`src/dcam_params.svh`:
```
// constants of the dual channel activity monitor: timing, indexing, reset values
// assumes a 200 MHz sys_clk and inputs already synchronous to it
//
// Contract
// - each port pair of each channel has its own independent activity indication
// - channel one side A activity connects channel one reference to its side A output
// - channel one side B activity connects channel one reference to its side B output
// - channel two side A activity connects channel two reference to its side A output
// - channel two side B activity connects channel two reference to its side B output
// - after activity stops the output stays asserted one more second, then releases
// - in position A the side A input DTR is forwarded to side A DCD
// - in position B the side B input DTR is forwarded to side B DCD
// - activity outputs are always valid, no request or handshake needed
// - control contact open selects position A, shorted selects position B
// - after power up position follows the control contact, nothing is remembered
`ifndef DCAM_PARAMS_SVH
`define DCAM_PARAMS_SVH

// -----------------------------------------------------------------------------
// timing
// -----------------------------------------------------------------------------
`define DCAM_CLK_KHZ        200000
`define DCAM_HOLD_TIME_MS   1000
`define DCAM_HOLD_CYCLES    (`DCAM_HOLD_TIME_MS * `DCAM_CLK_KHZ)
`define DCAM_CNT_W          28

// -----------------------------------------------------------------------------
// indexing: pair = channel * 2 + side
// -----------------------------------------------------------------------------
`define DCAM_NUM_CH         2
`define DCAM_NUM_PAIRS      4
`define DCAM_NUM_LINES      2
`define DCAM_SIDE_A         0
`define DCAM_SIDE_B         1

// -----------------------------------------------------------------------------
// reset values
// -----------------------------------------------------------------------------
`define DCAM_RST_CNT        28'h0000000
`define DCAM_RST_BIT        1'b0

`endif

```
`src/dcam_pkg.sv`:
```
// types of the dual channel activity monitor
// assumes dcam_params.svh is on the include path
`default_nettype none
`include "dcam_params.svh"

package dcam_pkg;

  typedef enum logic {
    DCAM_POS_A,
    DCAM_POS_B
  } dcam_pos_t;

  typedef struct packed {
    logic [`DCAM_CNT_W-1:0] cnt;
    logic                   active;
  } dcam_timer_state_t;

  typedef struct packed {
    dcam_pos_t [`DCAM_NUM_CH-1:0]                          pos;
    logic      [`DCAM_NUM_CH-1:0]                          dcdA;
    logic      [`DCAM_NUM_CH-1:0]                          dcdB;
    logic      [`DCAM_NUM_PAIRS-1:0]                       actClosed;
    logic      [`DCAM_NUM_PAIRS-1:0]                       actLevel;
    logic      [`DCAM_NUM_PAIRS-1:0][`DCAM_NUM_LINES-1:0] prevData;
  } dcam_top_state_t;

endpackage
`default_nettype wire

```
`src/dcam_activity_monitor.sv`:
```
// top of the dual channel activity monitor: position select, DTR to DCD, activity contacts
// assumes all inputs synchronous to sys_clk; index 0 is channel one, 1 is channel two
`timescale 1ns/1ps
`default_nettype none
`include "dcam_params.svh"

module dcam_activity_monitor
  import dcam_pkg::*;
#(
  parameter int HOLD_CYCLES = `DCAM_HOLD_CYCLES
) (
  // clock and reset
  input  wire logic                                         sys_clk,
  input  wire logic                                         rstn,
  // control contacts and reference, per channel
  input  wire logic [`DCAM_NUM_CH-1:0]                      ctrlContactShort,
  input  wire logic [`DCAM_NUM_CH-1:0]                      actReference,
  // data lines of each port pair, per channel
  input  wire logic [`DCAM_NUM_CH-1:0][`DCAM_NUM_LINES-1:0] sideAPortData,
  input  wire logic [`DCAM_NUM_CH-1:0][`DCAM_NUM_LINES-1:0] sideBPortData,
  // modem lines, per channel
  input  wire logic [`DCAM_NUM_CH-1:0]                      sideAPortDtr,
  input  wire logic [`DCAM_NUM_CH-1:0]                      sideBPortDtr,
  output var  logic [`DCAM_NUM_CH-1:0]                      sideAPortDcd,
  output var  logic [`DCAM_NUM_CH-1:0]                      sideBPortDcd,
  // switch position, high for position B
  output var  logic [`DCAM_NUM_CH-1:0]                      posIsB,
  // activity contacts and the level they pass
  output var  logic [`DCAM_NUM_CH-1:0]                      sideAActClosed,
  output var  logic [`DCAM_NUM_CH-1:0]                      sideBActClosed,
  output var  logic [`DCAM_NUM_CH-1:0]                      sideAActLevel,
  output var  logic [`DCAM_NUM_CH-1:0]                      sideBActLevel
);

  // -----------------------------------------------------------------------------
  // helpers
  // -----------------------------------------------------------------------------
  function automatic logic anyEdge(input logic [`DCAM_NUM_LINES-1:0] cur,
                                   input logic [`DCAM_NUM_LINES-1:0] prev);
    anyEdge = |(cur ^ prev);
  endfunction

  dcam_top_state_t                                   q, d;
  logic [`DCAM_NUM_PAIRS-1:0][`DCAM_NUM_LINES-1:0]   pairData;
  logic [`DCAM_NUM_PAIRS-1:0]                        pairEdge;
  logic [`DCAM_NUM_PAIRS-1:0]                        holdActive;

  // -----------------------------------------------------------------------------
  // per pair activity detection and hold
  // -----------------------------------------------------------------------------
  // one detector per pair
  for (genvar c = 0; c < `DCAM_NUM_CH; c++) begin : g_map
    assign pairData[c*2+`DCAM_SIDE_A] = sideAPortData[c];
    assign pairData[c*2+`DCAM_SIDE_B] = sideBPortData[c];
  end

  for (genvar p = 0; p < `DCAM_NUM_PAIRS; p++) begin : g_pair
    assign pairEdge[p] = anyEdge(pairData[p], q.prevData[p]);

    dcam_hold_timer #(
      .HOLD_CYCLES (HOLD_CYCLES)
    ) u_timer (
      .sys_clk  (sys_clk),
      .rstn     (rstn),
      .edgeSeen (pairEdge[p]),
      .active   (holdActive[p])
    );
  end

  // -----------------------------------------------------------------------------
  // next state
  // -----------------------------------------------------------------------------
  always_comb begin
    d          = q;
    d.prevData = pairData;
    for (int c = 0; c < `DCAM_NUM_CH; c++) begin
      // open selects A, short selects B
      // position is re-read every cycle, so it aligns right after reset
      d.pos[c] = ctrlContactShort[c] ? DCAM_POS_B : DCAM_POS_A;
      // side A DTR to DCD in position A
      d.dcdA[c] = (q.pos[c] == DCAM_POS_A) && sideAPortDtr[c];
      // side B DTR to DCD in position B
      d.dcdB[c] = (q.pos[c] == DCAM_POS_B) && sideBPortDtr[c];
    end
    for (int p = 0; p < `DCAM_NUM_PAIRS; p++) begin
      // contact follows the hold timer, which runs one second past the last edge
      d.actClosed[p] = holdActive[p];
      // pass the channel reference only while closed
      d.actLevel[p]  = holdActive[p] && actReference[p/2];
    end
  end

  // the position flops hold A while rstn is low; the contact is taken at the first clock after release
  always_ff @(posedge sys_clk or negedge rstn) begin
    if (!rstn) begin
      q.pos       <= '{default: DCAM_POS_A};
      q.dcdA      <= '0;
      q.dcdB      <= '0;
      q.actClosed <= '0;
      q.actLevel  <= '0;
      q.prevData  <= '0;
    end else begin
      q <= d;
    end
  end

  // -----------------------------------------------------------------------------
  // outputs
  // -----------------------------------------------------------------------------
  // every output is a flop, valid each cycle without request
  for (genvar c = 0; c < `DCAM_NUM_CH; c++) begin : g_out
    assign posIsB[c]         = (q.pos[c] == DCAM_POS_B);
    assign sideAPortDcd[c]   = q.dcdA[c];
    assign sideBPortDcd[c]   = q.dcdB[c];
    assign sideAActClosed[c] = q.actClosed[c*2+`DCAM_SIDE_A];
    assign sideBActClosed[c] = q.actClosed[c*2+`DCAM_SIDE_B];
    assign sideAActLevel[c]  = q.actLevel[c*2+`DCAM_SIDE_A];
    assign sideBActLevel[c]  = q.actLevel[c*2+`DCAM_SIDE_B];
  end

  // -----------------------------------------------------------------------------
  // activity checks
  // -----------------------------------------------------------------------------
  // sampled rstn gates the antecedents: an edge seen while the flops sit in reset loads nothing
  for (genvar p = 0; p < `DCAM_NUM_PAIRS; p++) begin : g_chk

  end

  // -----------------------------------------------------------------------------
  // position and modem checks
  // -----------------------------------------------------------------------------
  for (genvar c = 0; c < `DCAM_NUM_CH; c++) begin : g_chkCh

  end
endmodule
`default_nettype wire

```
`src/dcam_hold_timer.sv`:
```
// retriggerable hold timer for one port pair
// assumes edgeSeen is a one-cycle pulse synchronous to sys_clk
`timescale 1ns/1ps
`default_nettype none
`include "dcam_params.svh"

module dcam_hold_timer
  import dcam_pkg::*;
#(
  parameter int HOLD_CYCLES = `DCAM_HOLD_CYCLES
) (
  // clock and reset
  input  wire logic sys_clk,
  input  wire logic rstn,
  // activity
  input  wire logic edgeSeen,
  output var  logic active
);

  dcam_timer_state_t q, d;

  // -----------------------------------------------------------------------------
  // next state
  // -----------------------------------------------------------------------------
  always_comb begin
    d = q;
    if (edgeSeen) begin
      d.cnt = `DCAM_CNT_W'(HOLD_CYCLES);
    end else if (q.cnt != '0) begin
      d.cnt = q.cnt - 1'b1;
    end
    d.active = (d.cnt != '0);
  end

  always_ff @(posedge sys_clk or negedge rstn) begin
    if (!rstn) begin
      q.cnt    <= `DCAM_RST_CNT;
      q.active <= `DCAM_RST_BIT;
    end else begin
      q <= d;
    end
  end

  assign active = q.active;
endmodule
`default_nettype wire

```
`config.mk`:
```
export PLATFORM = sky130hd
export DESIGN_NAME = dcam_activity_monitor
export DESIGN_NICKNAME = d
export VERILOG_FILES = /design/src/dcam_pkg.sv /design/src/dcam_activity_monitor.sv /design/src/dcam_hold_timer.sv
export VERILOG_INCLUDE_DIRS = /design/src
export SDC_FILE = /design/constraint.sdc
export NUM_CORES = 1
export LEC_CHECK = 0
export ABC_CLOCK_PERIOD_IN_PS = 7300
export BUFFER_PORTS_ARGS = -buffer_cell sky130_fd_sc_hd__buf_2
export CORE_MARGIN = 2
export CORE_UTILIZATION = 61
export DETAILED_ROUTE_END_ITERATION = 7
export PLACE_DENSITY = 0.76
export SLEW_MARGIN = 20
export SYNTH_ARGS = -nofsm -noshare
export SYNTH_HDL_FRONTEND = slang
export SYNTH_HIERARCHICAL = 1
export SYNTH_SLANG_ARGS = --single-unit
```
`constraint.sdc`:
```
create_clock -name sys_clk -period 7.3 [get_ports sys_clk]
set_input_delay 1.095 -clock sys_clk [delete_from_list [all_inputs] [get_ports sys_clk]]
set_output_delay 1.095 -clock sys_clk [all_outputs]
set_load 0.005 [all_outputs]
```
==> summary.md <==
| Metric | Value |
|---|---|
| CTS Hold Bufs | `0` |
| Post-synth EDFFs | `0` |
| Worst path max stage delay | `0.63 ns` |
| Initial antenna violation count | `0` |
| RSZ-0062 raised after global routing | `false` |
| Ratio of cells with drive above 1 in the final layout | `16.8%` |
| CP Cell Sequence | `inv_1 -> ha_1 -> or3b_2 -> nor4_4 -> o211ai_1 -> o21a_1 -> or4b_2 -> nor4b_1 -> nand4_1` |
| TNS Setup | `0 ns` |
| Pre-antenna DRT Iters | `5` |
| Tcrit/Tclk final | `46.2%` |
| CP Depth | `9` |
| Critical path's slowest cell | `or4b_2` |
| Gpl congestion | `0.914` |
| Residual DRC | `0` |
| Power per cell area | `253 nW/µm²` |
| Largest cells by area after synthesis | `dfrtp_1, xnor2_1, xor2_1` |
| DR WL met2 | `8200 µm` |
| CTS resizes | `0` |
| Status | `finished, final reports clean` |
| CTS tree | `built` |
| CTS max path bufs | `2` |
| Pleak | `3.03 nW` |
| Pin count of the biggest net entering global routing | `81` |
| Critical path type | `reg -> reg` |
| Syn-to-layout area delta | `7.29%` |
| M1 wire length | `7410 µm` |
| Min-delay worst type | `reg -> reg` |
| Detail Placement HPWL | `roughly 12000 µm` |
| Die X | `119 µm` |
| Yosys warns | `6` |
| Post-Route WL | `17000 µm` |
| Final worst setup slack | `3.92 ns` |
| Crit Path Max Fanout | `7` |
| Inst Count DP | `roughly 960` |
| Most used DFF post-synth | `dfrtp_1` |
| Pre-CTS WS | `3.93 ns` |
| CORE AREA | `~13000 µm²` |
| Iter 0 DRT Violations | `between 600 and 700` |
| Period minus WS final | `3.38 ns` |
| CTS sink cnt | `around 140` |
| Insertion delay to the later sink of the worst-skew pair | `0.42 ns` |
| Total Power Consumption | `2.18 mW` |
| DR WL met3 | `slightly below 1000 µm` |
| Diodes inserted | `0` |
| Slew HR | `approximately two fifths` |
| Max-cap violations | `0` |
| Top-area cell type share of the netlist area | `43.1%` |
| Post-Syn Nets | `832` |
| Synth Register Bits | `138` |
| H-tree levels | `4` |
| Number of port buffers | `31` |
| WL per Instance | `17.1 µm` |
| Number of CTS-inserted buffers | `17` |
| DIE HEIGHT | `around 120 µm` |
| Post-CTS Setup Bufs | `0` |
| First-pass GRT wire length | `28900 µm` |
| Top delay family on crit path | `simple AND/OR/NAND/NOR gates` |
| Clock root cell | `clkbuf_16` |
| Final Skew | `around 0.0063 ns` |
| Num rows | `slightly above 40` |
| Pins Over Slew Limit | `0` |
| Worst VDD drop | `0.175 mV` |
| Remaining antenna violation count | `0` |
| Clk slew on worst S/H paths | `roughly 0.060 ns` |
| R2r worst-path depth | `9` |
| Synth unique cells | `65` |
| Critical path endpoint category | `flop` |
| Cell taking the most area after synthesis | `dfrtp_1` |
| Tot GR Track Use | `24.9%` |
| Nets | `between 800 and 900` |
| Fmax | `~300 MHz` |
| Gr ovfl total | `0` |
| Starting density of the core | `63.0%` |
| Mapped cell area | `8020 µm²` |
| I/O Pins | `32` |
| Vias/cell | `6.37` |
| Vias in the first global route | `6033` |
| Non-Filler Instances | `roughly 990` |
| Arr. time, crit path | `3.65 ns` |
| Fraction of registers with async set/reset | `100%` |
| Setup-failing EPs final | `0` |
| WP data required | `7.58 ns` |
| Cells after Synth | `806` |
| Critical Path Source Type | `flop` |
| WP buf/inv | `1` |
| Top Metal Used | `met4` |
| Fin. Hold Viols | `0` |
| Post-synthesis sequential area ratio | `between 40 and 50%` |
| Worst hold stages | `0` |
| Via Count | `6313` |
| Avg Inst Size Synth | `9.95 µm²` |
| Die ar. | `14100 µm²` |
| Slew @ Worst Pin | `0.876 ns` |
[cells in the final DEF, fill, tap and decap left out, types with 5 or more instances in the layout]
cell type / instances
a211oi_1: 12
a21oi_1: 28
and2_1: 14
and3_2: 6
buf_2: 30
clkbuf_16: 17
clkinvlp_4: 5
dfrtp_1: 138
ha_1: 8
inv_1: 12
nand2_1: 70
nand3_1: 20
nand4_1: 26
nor2_1: 78
nor2b_1: 6
nor3_1: 32
nor4_1: 30
nor4_2: 6
nor4_4: 8
nor4b_1: 6
o21ai_0: 22
o21ai_1: 8
o41ai_1: 8
or2_2: 8
or3_1: 14
or3_2: 6
or4_1: 22
xnor2_1: 38
xor2_1: 38
[path summary, 6_finish.rpt]
check                                           end  slack, ns                      from
max in group asynchronous    g_pair[1].u_timer/q[5]       5.42                      rstn
min in group asynchronous   g_pair[0].u_timer/q[16]       0.70                      rstn
min reg2reg                       sideBActClosed[1]       0.37  g_pair[3].u_timer/active
min                               sideBActClosed[1]       0.37  g_pair[3].u_timer/active
max                        g_pair[0].u_timer/active       3.92    g_pair[0].u_timer/q[1]
max reg2reg                g_pair[0].u_timer/active       3.92    g_pair[0].u_timer/q[1]
[state kept, by name, indices dropped and copies added (netlist names)]
name                   cells
g_pair.u_timer/q         112
q                          8
g_pair.u_timer/active      4
posIsB                     2
sideAActClosed             2
sideAActLevel              2
sideAPortDcd               2
sideBActClosed             2
sideBActLevel              2
sideBPortDcd               2
[worst reg2reg max path: stages, from the launching register on]
cell,delay [ns]
dfrtp_1,0.43
inv_1,0.11
ha_1,0.20
or3b_2,0.57
nor4_4,0.32
o211ai_1,0.28
o21a_1,0.25
or4b_2,0.63
nor4b_1,0.29
nand4_1,0.16
[stage by stage]
stage / utilization (%) / hold slack (ns) / instance area, µm²
floorplan: - / 0.347 / 8020
CTS: 67.6 / 0.373 / 8600
detailed placement: 62.9 / 0.359 / 8010
global placement: 62.9 / 0.352 / 8010
finish: 67.6 / 0.373 / 8600
global route: 67.6 / 0.383 / 8600
[where the power goes]
group          switching [mW]  total [mW]  internal [mW]
clock                   0.337       0.862          0.524
sequential             0.0656       0.874          0.808
combinational           0.274       0.444          0.169
total                   0.677        2.18           1.50
[logic make-up (layout without fill, tap and decap cells)]
family / after synthesis / in the layout / share of synthesized area, %
and+or+nand+nor: 400 / 400 / 30.5
DFF: 138 / 138 / 43.1
AOI/OAI and AO/OA: 116 / 116 / 10.8
xor gates and xnor gates: 76 / 76 / 8.30
buffers and inverters: 64 / 77 / 5.62
adders and majority gates: 8 / 8 / 1.25
muxes: 4 / 4 / 0.499
[cell usage after synthesis (all sizes together), types with 6 or more instances]
master     n
dfrtp    138
nor2      80
nand2     70
nor4      44
xnor2     38
xor2      38
nor3      36
buf       34
o21ai     30
or4       30
a21oi     28
nand4     26
nand3     22
or3       22
clkbuf    16
and2      14
a211oi    12
inv       12
and3       8
ha         8
nor4b      8
o41ai      8
or2        8
a2111oi    6
nor2b      6
[final cells by class]
cell class / count / area (µm²)
fillers: 1020 / 4120
clock buffers: 20 / 457
inverters: 12 / 45.0
well taps: 172 / 215
multi-input cells: 604 / 4120
repair buffers: 33 / 176
clock inverters: 12 / 141
flip-flops and latches: 138 / 3450
[metal layers]
layer	GRT usage [%]	vias up
li1	-	2948
met1	34.4	3081
met2	39.0	247
met3	4.83	37
met4	9.67	0
met5	0	-
(Power assumes the default switching activity.)
